File: config.mk
export PLATFORM = sky130hd
export DESIGN_NAME = motor_advance_limit_lock_ctrl
export DESIGN_NICKNAME = d
export VERILOG_FILES = /design/src/motor_ctrl_pkg.sv /design/src/adv_scale_div.sv /design/src/motor_advance_limit_lock_ctrl.sv
export SDC_FILE = /design/constraint.sdc
export NUM_CORES = 1
export LEC_CHECK = 0
export ABC_AREA = 1
export BUFFER_PORTS_ARGS = -buffer_cell sky130_fd_sc_hd__buf_4
export CAP_MARGIN = 25
export CORE_AREA = 2 2 173 175
export CTS_BUF_LIST = sky130_fd_sc_hd__clkbuf_4
export CTS_CLUSTER_DIAMETER = 30
export DETAILED_ROUTE_END_ITERATION = 16
export DIE_AREA = 0 0 175 177
export PLACE_DENSITY_LB_ADDON = 0.1
export SYNTH_ARGS = -nofsm -noshare
export SYNTH_HDL_FRONTEND = slang
export SYNTH_HIERARCHICAL = 1
export SYNTH_SLANG_ARGS = --single-unit
File: constraint.sdc
create_clock -name I_REF_CLK -period 10.2 [get_ports I_REF_CLK]
set_input_delay 0.51 -clock I_REF_CLK [delete_from_list [all_inputs] [get_ports I_REF_CLK]]
set_output_delay 0.51 -clock I_REF_CLK [all_outputs]
set_load 0.05 [all_outputs]
File: src/motor_ctrl_pkg.sv
// How it works
// [RULE1] advance codes 0x00-0x0f step 2.5us, 0x7f 4800us
// [RULE2] setting is 2.5us times mantissa shifted by exponent
// [RULE3] mode 0 fixed, mode 1 scaled by (U-BEMF)/U
// [RULE4] overcurrent trip always armed, level not programmable
// [RULE5] overcurrent stops drive, resumes once it clears
// [RULE6] amplitude capped at Ilim*Rph plus speed*Kt
// [RULE7] acceleration limit only closed loop, never faults
// [RULE8] six enable bits gate lock and no-motor checks
// [RULE9] enabled lock condition sets motor locked flag
// [RULE10] six cause flags, cleared when the motor restarts
// [RULE11] cause flags set even when scheme disabled
// [RULE12] lock forces phases hi-z, anti-surge on entry
// [RULE13] after lock-off wait, restart automatically
// [RULE14] low-side current over threshold acts as lock
// [RULE15] software sets lock threshold above accel limit
// [RULE16] lock-off wait is a parameterised cycle timer
// [RULE17] speed command ignored while the timer runs
package motor_ctrl_pkg;
  // clock
  localparam real CLK_PERIOD_NS = 10.0;
  // advance step of one mantissa unit
  localparam real ADV_STEP_US = 2.5;
  localparam int ADV_STEP_CYC = int'(ADV_STEP_US * 1000.0 / CLK_PERIOD_NS);
  // lock-off interval default, in ms
  localparam int LOCK_OFF_MS = 1000;
  localparam int LOCK_OFF_CYC_DEF =
    int'(real'(LOCK_OFF_MS) * 1000000.0 / CLK_PERIOD_NS);

  // register offsets
  localparam logic [7:0] REG_CTRL = 8'h00;
  localparam logic [7:0] REG_MOTOR = 8'h04;
  localparam logic [7:0] REG_STATUS = 8'h08;
  localparam logic [7:0] REG_IRQ_STAT = 8'h0c;
  localparam logic [7:0] REG_IRQ_MASK = 8'h10;
  localparam logic [7:0] REG_ADV = 8'h14;

  // control field positions
  localparam int CTRL_ADV_LSB = 0;
  localparam int CTRL_MODE_BIT = 8;
  localparam int CTRL_ACCEL_LSB = 12;
  localparam int CTRL_LOCK_LSB = 16;
  localparam int CTRL_EN_LSB = 24;
  // motor constants field positions
  localparam int MOTOR_RM_LSB = 0;
  localparam int MOTOR_KT_LSB = 8;
  // status field positions
  localparam int STAT_LOCKED_BIT = 0;
  localparam int STAT_OC_BIT = 1;
  localparam int STAT_HIZ_BIT = 2;
  localparam int STAT_FAULT_LSB = 8;
  // interrupt bits
  localparam int IRQ_LOCK = 0;
  localparam int IRQ_OC = 1;
  localparam int IRQ_RESTART = 2;
  localparam int IRQ_W = 3;

  // reset values
  localparam logic [5:0] LOCK_EN_RST = 6'h3f;
  localparam logic [IRQ_W-1:0] IRQ_MASK_RST = 3'h0;

  // scaling
  localparam int LOCK_THR_SHIFT = 5;
  localparam int AMP_SHIFT = 4;
  localparam logic [8:0] AMP_MAX = 9'h1ff;

  typedef enum logic [1:0] {
    ST_RUN = 2'b01,
    ST_LOCKOFF = 2'b10
  } mstate_t;
endpackage

File: src/adv_scale_div.sv
`timescale 1ns/10ps
module adv_scale_div
  import motor_ctrl_pkg::*;
#(
  parameter int NUM_W = 20,
  parameter int DEN_W = 9
)(
  input wire logic i_clk, // system clock
  input wire logic i_nrst, // sync reset, low
  input wire logic i_ce, // clock enable
  input wire logic i_start, // begin a division
  input wire logic [NUM_W-1:0] i_num, // dividend
  input wire logic [DEN_W-1:0] i_den, // divisor, nonzero
  output logic o_busy, // division running
  output logic o_done, // quotient valid pulse
  output logic [NUM_W-1:0] o_quot // quotient
);
  localparam int CNT_W = $clog2(NUM_W + 1);

  typedef struct packed {
    logic busy;
    logic done;
    logic [CNT_W-1:0] cnt;
    logic [DEN_W:0] rem;
    logic [NUM_W-1:0] quo;
    logic [DEN_W-1:0] den;
  } div_t;

  div_t s;
  div_t next_s;

  // restoring divider, one quotient bit per cycle to save a wide array
  always_comb
  begin
    logic [DEN_W:0] rem_sh;
    rem_sh = '0;
    next_s = s;
    next_s.done = 1'b0;
    if (!s.busy && i_start)
    begin
      next_s.busy = 1'b1;
      next_s.cnt = '0;
      next_s.rem = '0;
      next_s.quo = i_num;
      next_s.den = i_den;
    end
    else if (s.busy)
    begin
      rem_sh = {s.rem[DEN_W-1:0], s.quo[NUM_W-1]};
      if (rem_sh >= {1'b0, s.den})
      begin
        next_s.rem = rem_sh - {1'b0, s.den};
        next_s.quo = {s.quo[NUM_W-2:0], 1'b1};
      end
      else
      begin
        next_s.rem = rem_sh;
        next_s.quo = {s.quo[NUM_W-2:0], 1'b0};
      end
      next_s.cnt = s.cnt + 1'b1;
      if (s.cnt == CNT_W'(NUM_W - 1))
      begin
        next_s.busy = 1'b0;
        next_s.done = 1'b1;
      end
    end
  end

  // state register
  always_ff @(posedge i_clk)
  begin
    if (!i_nrst)
      s <= '0;
    else if (i_ce)
      s <= next_s;
  end

  assign o_busy = s.busy;
  assign o_done = s.done;
  assign o_quot = s.quo;
endmodule

File: src/motor_advance_limit_lock_ctrl.sv
// Strobed register access and the placing of the registers were chosen for this implementation.
`timescale 1ns/10ps
module motor_advance_limit_lock_ctrl
  import motor_ctrl_pkg::*;
#(
  parameter int LOCK_OFF_CYC = LOCK_OFF_CYC_DEF,
  parameter int TIMER_W = 32
)(
  input wire logic I_REF_CLK, // 100 MHz system clock
  input wire logic I_NRST, // sync reset, low
  input wire logic I_CE, // clock enable
  input wire logic [7:0] I_ADDR, // register byte address
  input wire logic [31:0] I_WDATA, // write data
  input wire logic I_WR, // write strobe
  input wire logic I_RD, // read strobe
  input wire logic I_OC_PIN, // overcurrent comparator pin
  input wire logic [7:0] I_LS_CURRENT, // low-side current sample
  input wire logic [5:1] I_LOCK_DET, // lock/no-motor detectors
  input wire logic I_CLOSED_LOOP, // closed-loop operation
  input wire logic [8:0] I_SPEED_CMD, // commanded amplitude
  input wire logic [9:0] I_SPEED_HZ, // electrical speed
  input wire logic [8:0] I_BEMF_AMP, // estimated bemf amplitude
  output logic [31:0] O_RDATA, // read data, cycle after strobe
  output logic [8:0] O_DRIVE_AMP, // applied amplitude
  output logic O_PHASE_HIZ, // all phases high impedance
  output logic O_AVS_START, // anti-surge start pulse
  output logic O_LOCKED, // motor locked flag
  output logic [5:0] O_FAULT_CAUSE, // cause flags
  output logic [18:0] O_ADV_CYCLES, // advance time in clocks
  output logic O_IRQ // level interrupt
);
  typedef struct packed {
    mstate_t st;
    logic oc_meta;
    logic oc_sync;
    logic [6:0] adv_set;
    logic adv_mode;
    logic [3:0] accel_sel;
    logic [2:0] lock_sel;
    logic [5:0] lock_en;
    logic [6:0] rm;
    logic [6:0] kt;
    logic locked;
    logic [5:0] fault;
    logic [IRQ_W-1:0] irq_stat;
    logic [IRQ_W-1:0] irq_mask;
    logic irq;
    logic [TIMER_W-1:0] timer;
    logic [8:0] drive;
    logic hiz;
    logic anti_surge_process;
    logic [10:0] adv_units;
    logic [18:0] adv_cyc;
    logic div_start;
    logic [31:0] rdata;
  } ctrl_t;

  ctrl_t s;
  ctrl_t next_s;

  logic div_busy;
  logic div_done;
  logic [19:0] div_quot;
  logic [19:0] div_num;

  // advance setting in 2.5us units: mantissa shifted by exponent
  function automatic logic [10:0] adv_decode(input logic [6:0] code);
    adv_decode = {7'h00, code[3:0]} << code[6:4]; // [RULE1] [RULE2]
  endfunction

  // lock current threshold in sample units, 3-bit select
  function automatic logic [8:0] lock_thr(input logic [2:0] sel);
    lock_thr = ({6'h00, sel} + 9'h001) << LOCK_THR_SHIFT;
  endfunction

  // Ulimit = Ilim*Rph + speed*Kt, saturated to the amplitude range
  function automatic logic [8:0] amp_cap(input logic [3:0] sel,
    input logic [6:0] rm, input logic [9:0] spd, input logic [6:0] kt);
    logic [17:0] full;
    logic [17:0] scaled;
    full = 18'({5'h00, sel} + 5'h01) * 18'(rm) + 18'(spd) * 18'(kt);
    scaled = full >> AMP_SHIFT;
    if (scaled > 18'(AMP_MAX))
      amp_cap = AMP_MAX;
    else
      amp_cap = scaled[8:0];
  endfunction

  // mode-1 dividend: setting times the margin of amplitude over bemf
  always_comb
  begin
    logic [8:0] margin;
    margin = '0;
    if (s.drive > I_BEMF_AMP)
      margin = s.drive - I_BEMF_AMP;
    div_num = 20'(adv_decode(s.adv_set)) * 20'(margin); // [RULE3]
  end

  // serial divider keeps the scaling off a single wide combinational path
  adv_scale_div #(
    .NUM_W(20),
    .DEN_W(9)
  ) u_div (
    .i_clk(I_REF_CLK),
    .i_nrst(I_NRST),
    .i_ce(I_CE),
    // drive may fall to zero after the start request; never divide by it
    .i_start(s.div_start && (s.drive != 9'h000)),
    .i_num(div_num),
    .i_den(s.drive),
    .o_busy(div_busy),
    .o_done(div_done),
    .o_quot(div_quot)
  );

  // next-state logic
  always_comb
  begin
    logic [5:0] detect;
    logic [5:0] en_detect;
    logic oc_rise;
    logic enter_lock;
    logic restart;
    logic next_hiz;
    logic [8:0] cap;
    logic [8:0] cmd;
    logic [IRQ_W-1:0] ev;
    logic rd_stat;
    detect = '0;
    en_detect = '0;
    oc_rise = 1'b0;
    enter_lock = 1'b0;
    restart = 1'b0;
    next_hiz = 1'b0;
    cap = '0;
    cmd = '0;
    ev = '0;
    rd_stat = 1'b0;
    next_s = s;

    // pin synchroniser, only the second stage is read below
    next_s.oc_meta = I_OC_PIN;
    next_s.oc_sync = s.oc_meta;

    // low-side current compare is lock scheme 0
    detect[0] = ({1'b0, I_LS_CURRENT} >= lock_thr(s.lock_sel)) &&
      (s.st == ST_RUN); // [RULE14]
    detect[5:1] = I_LOCK_DET;
    en_detect = detect & s.lock_en; // [RULE8]

    // fault state machine
    case (s.st)
      ST_RUN:
      begin
        if (|en_detect)
        begin
          enter_lock = 1'b1;
          next_s.locked = 1'b1; // [RULE9] [RULE14]
          next_s.timer = TIMER_W'(LOCK_OFF_CYC); // [RULE16]
          next_s.st = ST_LOCKOFF; // [RULE12]
        end
      end
      ST_LOCKOFF:
      begin
        // phases stay off until the lock-off count runs out
        if (s.timer <= TIMER_W'(1))
        begin
          next_s.timer = '0;
          restart = 1'b1;
          next_s.locked = 1'b0;
          next_s.st = ST_RUN; // [RULE13]
        end
        else
          next_s.timer = s.timer - TIMER_W'(1); // [RULE16]
      end
      default:
      begin
        next_s.st = ST_RUN;
      end
    endcase

    // cause flags: cleared at restart, a fresh detection still wins
    if (restart)
      next_s.fault = detect; // [RULE10]
    else
      next_s.fault = s.fault | detect; // [RULE10] [RULE11]

    // hard overcurrent path has no enable and no level register
    oc_rise = s.oc_sync && !s.hiz && (s.st == ST_RUN); // [RULE4]
    next_hiz = (next_s.st == ST_LOCKOFF) || s.oc_sync; // [RULE5] [RULE12]
    next_s.hiz = next_hiz;
    // anti-surge on each move into the off state
    next_s.anti_surge_process = next_hiz && !s.hiz; // [RULE12]

    // amplitude: command ignored while off, capped only in closed loop
    cap = amp_cap(s.accel_sel, s.rm, I_SPEED_HZ, s.kt);
    cmd = I_SPEED_CMD;
    if (I_CLOSED_LOOP && (cmd > cap))
      cmd = cap; // [RULE6] [RULE7]
    if (next_hiz)
      next_s.drive = '0; // [RULE5] [RULE17]
    else
      next_s.drive = cmd;

    // advance time; mode 1 refreshed after each divide
    next_s.div_start = 1'b0;
    if (!s.adv_mode)
      next_s.adv_units = adv_decode(s.adv_set); // [RULE3]
    else if (s.drive == 9'h000)
      next_s.adv_units = '0; // [RULE3]
    else
    begin
      if (div_done)
        next_s.adv_units = div_quot[10:0]; // [RULE3]
      if (!div_busy && !s.div_start && !div_done)
        next_s.div_start = 1'b1;
    end
    next_s.adv_cyc = 19'(s.adv_units) * 19'(ADV_STEP_CYC); // [RULE1]

    // register writes
    if (I_WR)
    begin
      if (I_ADDR == REG_CTRL)
      begin
        next_s.adv_set = I_WDATA[CTRL_ADV_LSB +: 7];
        next_s.adv_mode = I_WDATA[CTRL_MODE_BIT];
        next_s.accel_sel = I_WDATA[CTRL_ACCEL_LSB +: 4];
        next_s.lock_sel = I_WDATA[CTRL_LOCK_LSB +: 3]; // [RULE15]
        next_s.lock_en = I_WDATA[CTRL_EN_LSB +: 6]; // [RULE8]
      end
      else if (I_ADDR == REG_MOTOR)
      begin
        next_s.rm = I_WDATA[MOTOR_RM_LSB +: 7];
        next_s.kt = I_WDATA[MOTOR_KT_LSB +: 7];
      end
      else if (I_ADDR == REG_IRQ_MASK)
        next_s.irq_mask = I_WDATA[IRQ_W-1:0];
    end

    // register reads, unmapped addresses answer zero
    next_s.rdata = '0;
    if (I_RD)
    begin
      if (I_ADDR == REG_CTRL)
      begin
        next_s.rdata[CTRL_ADV_LSB +: 7] = s.adv_set;
        next_s.rdata[CTRL_MODE_BIT] = s.adv_mode;
        next_s.rdata[CTRL_ACCEL_LSB +: 4] = s.accel_sel;
        next_s.rdata[CTRL_LOCK_LSB +: 3] = s.lock_sel;
        next_s.rdata[CTRL_EN_LSB +: 6] = s.lock_en;
      end
      else if (I_ADDR == REG_MOTOR)
      begin
        next_s.rdata[MOTOR_RM_LSB +: 7] = s.rm;
        next_s.rdata[MOTOR_KT_LSB +: 7] = s.kt;
      end
      else if (I_ADDR == REG_STATUS)
      begin
        next_s.rdata[STAT_LOCKED_BIT] = s.locked; // [RULE9]
        next_s.rdata[STAT_OC_BIT] = s.oc_sync;
        next_s.rdata[STAT_HIZ_BIT] = s.hiz;
        next_s.rdata[STAT_FAULT_LSB +: 6] = s.fault; // [RULE10]
      end
      else if (I_ADDR == REG_IRQ_STAT)
      begin
        next_s.rdata[IRQ_W-1:0] = s.irq_stat;
        rd_stat = 1'b1;
      end
      else if (I_ADDR == REG_IRQ_MASK)
        next_s.rdata[IRQ_W-1:0] = s.irq_mask;
      else if (I_ADDR == REG_ADV)
        next_s.rdata[10:0] = s.adv_units;
    end

    // sticky events: read clears, a same-cycle event survives
    ev[IRQ_LOCK] = enter_lock;
    ev[IRQ_OC] = oc_rise;
    ev[IRQ_RESTART] = restart;
    if (rd_stat)
      next_s.irq_stat = ev;
    else
      next_s.irq_stat = s.irq_stat | ev;
    next_s.irq = |(next_s.irq_stat & next_s.irq_mask);
  end

  // state register, frozen while clock enable is low
  always_ff @(posedge I_REF_CLK)
  begin
    if (!I_NRST)
    begin
      s <= '0;
      s.st <= ST_RUN;
      s.lock_en <= LOCK_EN_RST;
      s.irq_mask <= IRQ_MASK_RST;
    end
    else if (I_CE)
      s <= next_s;
  end

  // every output straight from the state register
  assign O_RDATA = s.rdata;
  assign O_DRIVE_AMP = s.drive;
  assign O_PHASE_HIZ = s.hiz;
  assign O_AVS_START = s.anti_surge_process;
  assign O_LOCKED = s.locked;
  assign O_FAULT_CAUSE = s.fault;
  assign O_ADV_CYCLES = s.adv_cyc;
  assign O_IRQ = s.irq;
endmodule

==> results of run 1 <==
-- worst reg2reg max path: cells and delay by family, from the launching register on --
kind	cells	cell delay, ns
AO/OA/AOI/OAI	5	0.81
adder cells (fa/ha/maj)	7	3.11
buffers and inverters	6	0.88
flip-flops	1	0.53
AND/OR/NAND/NOR	18	2.33
-- flip-flops by register name, indices dropped and copies added, names as in the netlist --
signal	count
next_s	1
u_div/o_done	1
O_FAULT_CAUSE	6
u_div/s	23
O_PHASE_HIZ	1
u_div/o_quot	20
u_div/o_busy	1
O_DRIVE_AMP	9
O_RDATA	25
s	88
O_IRQ	1
O_AVS_START	1
O_ADV_CYCLES	18
O_LOCKED	1
-- power by group through the flow --
stage / sequential, uW / clock (uW) / combinational [uW]
floorplan: 843 / 0 / 398
global placement: 851 / 0 / 498
detailed placement: 853 / 0 / 513
CTS: 836 / 408 / 516
global route: 841 / 437 / 578
finish: 837 / 404 / 518
-- stage by stage --
stage / power (uW) / setup slack, ns / hold slack, ns / utilization
after floorplan: 1240 / 3.58 / 0.435 / -
after global placement: 1350 / 2.81 / 0.449 / 0.688
after detailed placement: 1370 / 2.60 / 0.453 / 0.688
after CTS: 1760 / 2.56 / 0.0515 / 0.697
after global routing: 1860 / 1.80 / 0.0519 / 0.697
final: 1760 / 2.49 / 0.0860 / 0.697
-- layout make-up --
cell class	count	area, sq um
antenna	2	5.00
clock buffer	17	128
clock inverter	14	123
fill	2530	8850
inverter	493	1850
multi-input combinational	1862	12800
sequential	196	3920
tap	390	488
timing repair buffer	147	1100
-- metal layers --
layer / wire length, um / global-route usage
met4: 1350 / 0.102
met2: 23300 / 0.563
met5: 43 / 0
met1: 20500 / 0.407
met3: 3140 / 0.0518
-- how the worst max path moves through the flow --
stage	startpoint	cells after the start	end	slack, ns
floorplan	s[143]$_SDFFE_PN0P_	40	O_DRIVE_AMP[7]$_SDFFE_PN0P_	3.58
global placement	s[143]$_SDFFE_PN0P_	36	O_DRIVE_AMP[0]$_SDFFE_PN0P_	2.81
detailed placement	s[143]$_SDFFE_PN0P_	36	O_DRIVE_AMP[7]$_SDFFE_PN0P_	2.60
CTS	s[143]$_SDFFE_PN0P_	36	O_DRIVE_AMP[7]$_SDFFE_PN0P_	2.56
global route	s[143]$_SDFFE_PN0P_	36	O_DRIVE_AMP[1]$_SDFFE_PN0P_	1.80
finish	s[143]$_SDFFE_PN0P_	36	O_DRIVE_AMP[1]$_SDFFE_PN0P_	2.49
-- layout by cell type (no fill, tap or decap), drive strengths merged, types with 3 or more instances in the layout --
cell,n
nor3,37
nand3,100
nand4,25
clkbuf,17
clkinv,10
a221oi,5
ha,168
a211oi,3
a22oi,3
a21boi,5
a21o,3
and3,4
o21ai,145
xor2,36
inv,495
a21oi,178
nand2,626
or2,5
o31ai,5
nor2,241
xnor2,14
a31oi,16
a221o,4
nand3b,10
fa,173
conb,8
nor4,6
o221ai,12
dfxtp,196
buf,147
o211ai,16
==> impl_metrics.ini, run 1 <==
[timing]
period_share = 0.756
setup_viol = 0
fmax_mhz = 130
finalHoldViolCount = 0
min_period_ns = 7.71
relSlewSlack = 0.384
tightestPinTransition_ns = 0.921
tns_ns = 0
rsz0062_at_grt = no
slew_violations = 0
final.setup_skew_ns = 0.0292

[power_and_ir_drop]
power.internal_uw = 1080
pwr-share-seq = 0.476
switching_power_uw = 677
ir_drop_v = 0.0000725
switching_share = 0.385
power.density_nw_per_um2 = 86.2
p_clk_frac = 0.230
power_frac_comb = 0.295
p_leak_uw = 0.0106

[global_routing]
antenna_found_initial = 5
grt_pass1_wl_um = 80600
overflow = 0
track_usage = 0.321
grt_pass1_vias = 16753
grt_start_max_net_pins = 69

[min_path]
holdPathEnd = s[138]$_SDFFE_PN1P_
min_path_type = in -> reg
worstHoldStart = I_WDATA[28]
holdPathStages = 3

[setup_path]
critical_path.top_delay_family = adder cells
max_stage_delay_ns = 0.55
required_ns = 10.77
worstSetupPathType = reg -> reg
worstSetupStartpointType = flop
cp_common_cell = nand2_1
path_buf_inv = 6
cp_max_fo = 18
crit_path_top_delay_cell = fa_1
cp.arrival_ns = 8.28
r2r_start = s[143]$_SDFFE_PN0P_
regToRegSetupSlack_ns = 2.49
crit_path_end_kind = flop
reg2reg_depth = 36
r2r-end = O_DRIVE_AMP[1]$_SDFFE_PN0P_

[detailed_routing]
ant_nets = 0
drt-initial-drc-count = 1355
wl_per_cell_um = 15.5
firstDrtPassIters = 5
drc = 0
wirelength_um = 48300
vias_per_cell = 5.53
vias = 17260

[placed_design]
place_inst = 3087
port_buffers = 141
dpl-instance-area_sq_um = 20100
gp_congestion = 0.937
hpwl_um = 38100

[yosys]
synthCells = 2693
syn_avg_cell_area_sq_um = 7.21
netlist_area_sq_um = 19400
ys_warn_count = 6

[final_layout]
fin_area_sq_um = 20400
instances_no_fill = 3121
layout-drive-gt1-share = 0.0876
fin_nets = 3146
area_growth_pct = 5.09

[cts]
clk_pin_slew_ns = 0.17
post_cts_resized = 0
insertion_delay_ns = 0.64
cts-root-buf = clkbuf_4
clockBufferDepth = 2
htree_levels = 4
cts_tree = yes
cts.sinks = 196
cts_setup_buffers = 0
cts_buffers = 17
postCtsHoldBufs = 0

[floorplan]
die_h_um = 177
die_w_um = 175
start_util = 0.664
rows = 63
design.core.area_sq_um = 29200
io_pins = 158
die_area_sq_um = 31000

[status]
status = completed

[flow_run]
drv_cap = 0
Note: power is estimated with default switching activity, not from simulation.
==> inputs of run 2 (changes only) <==
CORE_AREA = 2 2 188 190   (was 2 2 173 175)
DIE_AREA = 0 0 190 192   (was 0 0 175 177)
clock period = 6.7 ns   (was 10.2 ns; I/O delays follow)
==> impl_metrics.ini, run 2 (synthesis gave the netlist of run 1 again) <==
[min_path]
min_path_type = in -> reg
holdPathStages = 3

[timing]
worst_hold_slack_ns = 0.0454
final.setup_skew_ns = 0.0307
setup_viol = 0
period_share = 0.953
rsz0062_at_grt = yes
finalHoldViolCount = 0
tightestPinTransition_ns = 1.06
slew_violations = 0
min_period_ns = 6.39
fmax_mhz = 157
relSlewSlack = 0.290

[detailed_routing]
vias_per_cell = 5.34
firstDrtPassIters = 5
drc = 0
ant_nets = 0
wirelength_um = 51300
wl_per_cell_um = 15.6
drt-initial-drc-count = 1048
vias = 17513

[global_routing]
grt_start_max_net_pins = 69
overflow = 0
antenna_found_initial = 3
track_usage = 0.287
grt_pass1_vias = 17173
grt_pass1_wl_um = 84300

[setup_path]
cp_max_fo = 8
cp.arrival_ns = 6.89
crit_path_end_kind = flop
path_buf_inv = 8
critical_path.top_delay_family = adder cells
cp_num_cells = 37
reg2reg_depth = 37
required_ns = 7.21
max_stage_delay_ns = 0.51
crit_path_top_delay_cell = fa_1
cp_common_cell = fa_1
worstSetupPathType = reg -> reg
worstSetupStartpointType = flop

[floorplan]
rows = 68
design.core.area_sq_um = 34300
die_area_sq_um = 36500
die_h_um = 192
die_w_um = 190
io_pins = 158
start_util = 0.566

[placed_design]
gp_congestion = 0.918
port_buffers = 141
hpwl_um = 39800
place_inst = 3210

[cts]
cts_tree = yes
cts-root-buf = clkbuf_4
htree_levels = 4
cts.sinks = 196
clockBufferDepth = 2
cts_buffers = 17
clk_pin_slew_ns = 0.18
insertion_delay_ns = 0.63

[power_and_ir_drop]
power.total_uw = 2730
ir_drop_v = 0.0000943
power.density_nw_per_um2 = 125
p_leak_uw = 0.0112

[final_layout]
fin_nets = 3239
largest_reg_flops = 88
regMostFlops = s
final_common_cell = nand2_1
n_fill_cell = 3128
layout-drive-gt1-share = 0.143
instances_no_fill = 3281
final_cell_mix = 581 x nand2_1, 468 x inv_1, 211 x nor2_1
area_growth_pct = 12.0

[status]
status = completed

[flow_run]
drv_cap = 0
run 2: cell count changes in the layout (fill, tap and decap cells not counted), moves of 11 or more:
cell | before | now
buf_4 | 147 | 206
nand2_1 | 612 | 581
dlygate4sd3_1 | 0 | 30
nand2_2 | 11 | 37
inv_1 | 482 | 468
o21ai_0 | 137 | 124
ha_1 | 168 | 157
ha_4 | 0 | 11
run 2: tightest hold or removal path, stage by stage:
cell and delay [ns]:
buf_4 0.12, o21ai_0 0.08, a21oi_1 0.10
run 2: routing by layer:
| metal | wire [um] | track usage | vias to the layer above |
|---|---|---|---|
| met5 | 0 | 0 | - |
| met4 | 1470 | 0.101 | 0 |
| met3 | 2650 | 0.0312 | 99 |
| met2 | 24600 | 0.494 | 477 |
| met1 | 22600 | 0.375 | 8324 |
| li1 | - | - | 8613 |
run 2: per-stage QoR:
stage	cell area (sq um)	worst slack, ns	utilization	setup TNS, ns
2_1_floorplan	19400	0.0840	-	0
3_3_place_gp	20700	-0.0818	0.602	-0.541
3_5_place_dp	20700	-0.211	0.602	-1.68
4_1_cts	21200	0.0388	0.619	0
5_1_grt	21700	-0.0654	0.634	-0.348
6_report	21700	0.313	0.634	0
run 2: worst paths after layout:
check                     startpoint                     endpoint  slack, ns
max              s[144]$_SDFFE_PN0P_  O_DRIVE_AMP[2]$_SDFFE_PN0P_       0.31
min                       I_WDATA[1]          s[149]$_SDFFE_PN0P_       0.05
max reg2reg      s[144]$_SDFFE_PN0P_  O_DRIVE_AMP[2]$_SDFFE_PN0P_       0.31
min reg2reg  u_div/s[4]$_SDFFE_PN0P_      u_div/s[4]$_SDFFE_PN0P_       0.48
run 2: area by class of cell:
cell class,count,area (sq um),share of cell area
repair buffers,239,1880,0.0865
diodes,3,7.51,0.000345
inverters,493,1870,0.0861
flip-flops and latches,196,3930,0.181
clock buffers,17,128,0.00587
clock inverters,15,148,0.00679
multi-input cells,1862,13200,0.607
well taps,455,569,0.0262
repair inverters,1,6.26,0.000288
run 2: report_power, final:
part	internal (uW)	leakage [uW]	switching [uW]
Sequential	1210	0.00160	46.9
Clock	164	0.000142	470
Combinational	298	0.00942	533
Total	1680	0.0112	1050
run 2: repair_timing:
action / CTS / global route
hold buffers: 30 / 0
gates cloned: 0 / 1
setup buffers: 0 / 4
hold endpoints to repair: 40 / 0
gates resized for setup: 14 / 122
setup endpoints to repair: 9 / 12
pin swaps: 1 / 71
==> inputs of run 3 (changes only) <==
RECOVER_POWER = 25   (was not set)
==> impl_metrics.ini, run 3 (synthesis gave the netlist of run 1 again) <==
[timing]
min_period_ns = 6.39
final.setup_skew_ns = 0.0335
slew_violations = 69
relSlewSlack = -1.07
period_share = 0.954
tns_ns = 0
fmax_mhz = 157
worst_hold_slack_ns = 0.0474
tightestPinTransition_ns = 3.11
setup_viol = 0
layout_setup_ws_ns = 0.311
rsz0062_at_grt = yes
finalHoldViolCount = 0

[detailed_routing]
ant_nets = 0
vias = 17493
wl_per_cell_um = 15.6
vias_per_cell = 5.33
drc = 0
wirelength_um = 51300
firstDrtPassIters = 6
drt-initial-drc-count = 1080

[power_and_ir_drop]
p_leak_uw = 0.0109
ir_drop_v = 0.0000910
power.density_nw_per_um2 = 126

[floorplan]
die_area_sq_um = 36500
die_h_um = 192
io_pins = 158
design.core.area_sq_um = 34300
die_w_um = 190
start_util = 0.566
rows = 68

[final_layout]
layout-drive-gt1-share = 0.123
multi_input_area_sq_um = 13200
regMostFlops = s
final_common_cell = nand2_1
seq_area_sq_um = 3930
area_growth_pct = 10.9
n_fill_cell = 3184
final_cell_mix = 581 x nand2_1, 469 x inv_1, 211 x nor2_1
fin_area_sq_um = 21500
fin_nets = 3239
largest_reg_flops = 88
instances_no_fill = 3281

[setup_path]
cp.arrival_ns = 6.90
reg2reg_depth = 37
required_ns = 7.21
crit_path_end_kind = flop
worstSetupPathType = reg -> reg
worstSetupStartpointType = flop
max_stage_delay_ns = 0.51
cp_common_cell = fa_1
r2r_start = s[144]$_SDFFE_PN0P_
startpoint = s[144]$_SDFFE_PN0P_
crit_path_top_delay_cell = fa_1
regToRegSetupSlack_ns = 0.31
endpoint = O_DRIVE_AMP[0]$_SDFFE_PN0P_
r2r-end = O_DRIVE_AMP[0]$_SDFFE_PN0P_
cp_max_fo = 8

[placed_design]
preCtsSetupSlack_ns = -0.211
port_buffers = 141
place_inst = 3210
dpl-instance-area_sq_um = 20700
gp_congestion = 0.918
hpwl_um = 39800

[global_routing]
use_met3 = 0.0312
top_usage_layer = met2
grt.met1_usage = 0.375
track_usage = 0.287
grt_pass1_wl_um = 84300
antenna_found_initial = 3
grt_pass1_vias = 17173
grt_start_max_net_pins = 69
overflow = 0
grt_util_met2 = 0.494

[cts]
cts-root-buf = clkbuf_4
cts_tree = yes
cts_buffers = 17
cts.sinks = 196
insertion_delay_ns = 0.63
clk_pin_slew_ns = 0.19
htree_levels = 4
clockBufferDepth = 2

[status]
status = finished with violations
violations = max-capacitance violations, max-slew violations

[flow_run]
drv_cap = 1

[min_path]
min_path_type = in -> reg
## run 3: cell count changes in the layout (fill, tap and decap cells not counted), sizes merged
| cell | previous run | this run |
|---|---|---|
| buf | 209 | 155 |
| clkbuf | 17 | 71 |
## run 3: metal layers
metal  wire length [um]  up-vias
met5                  0        -
met4               1570        0
met3               2560      106
met2              24400      459
met1              22800     8317
li1                   -     8611
## run 3: what timing repair did
item                                    4_1_cts  5_1_grt
pin swaps                                     1       71
cloned                                        0        1
setup buffers                                 0        4
resized for setup                            14      122
endpoints found under the hold margin        40        0
endpoints found under the setup margin        9       12
hold buffers                                 30        0
## run 3: cell type report
class,count,area share
flip-flops and latches,196,0.183
repair inverters,1,0.000291
clock buffers,17,0.00593
multi-input cells,1862,0.613
inverters,493,0.0869
repair buffers,239,0.0779
clock inverters,15,0.00686
diodes,3,0.000349
well taps,455,0.0264
## run 3: how the worst min path moves through the flow
| stage | startpoint | end | slack [ns] | cells past startpoint |
|---|---|---|---|---|
| 2_1_floorplan | u_div/s[2]$_SDFFE_PN0P_ | u_div/s[2]$_SDFFE_PN0P_ | 0.44 | 2 |
| 3_3_place_gp | u_div/s[5]$_SDFFE_PN0P_ | u_div/s[5]$_SDFFE_PN0P_ | 0.45 | 2 |
| 3_5_place_dp | u_div/s[5]$_SDFFE_PN0P_ | u_div/s[5]$_SDFFE_PN0P_ | 0.45 | 2 |
| 4_1_cts | I_WDATA[1] | s[149]$_SDFFE_PN0P_ | 0.005 | 3 |
| 5_1_grt | I_WDATA[1] | s[149]$_SDFFE_PN0P_ | 0.03 | 3 |
| 6_report | I_WDATA[1] | s[149]$_SDFFE_PN0P_ | 0.05 | 3 |
## run 3: through the flow
step | utilization | total power [uW]
2_1_floorplan | - | 1890
3_3_place_gp | 0.602 | 2070
3_5_place_dp | 0.602 | 2080
4_1_cts | 0.619 | 2730
5_1_grt | 0.628 | 2880
6_report | 0.628 | 2710
## run 3: power by group
group | switching [uW] | internal (uW)
clock | 470 | 164
sequential | 46.8 | 1210
combinational | 533 | 282
## run 3: worst max-delay path: cells and delay by family (launching register included)
kind	cells	cell delay (ns)
AO/OA/AOI/OAI	5	0.54
adder cells (fa/ha/maj)	8	3.06
buffers and inverters	8	0.74
flip-flops	1	0.41
AND/OR/NAND/NOR	16	1.54
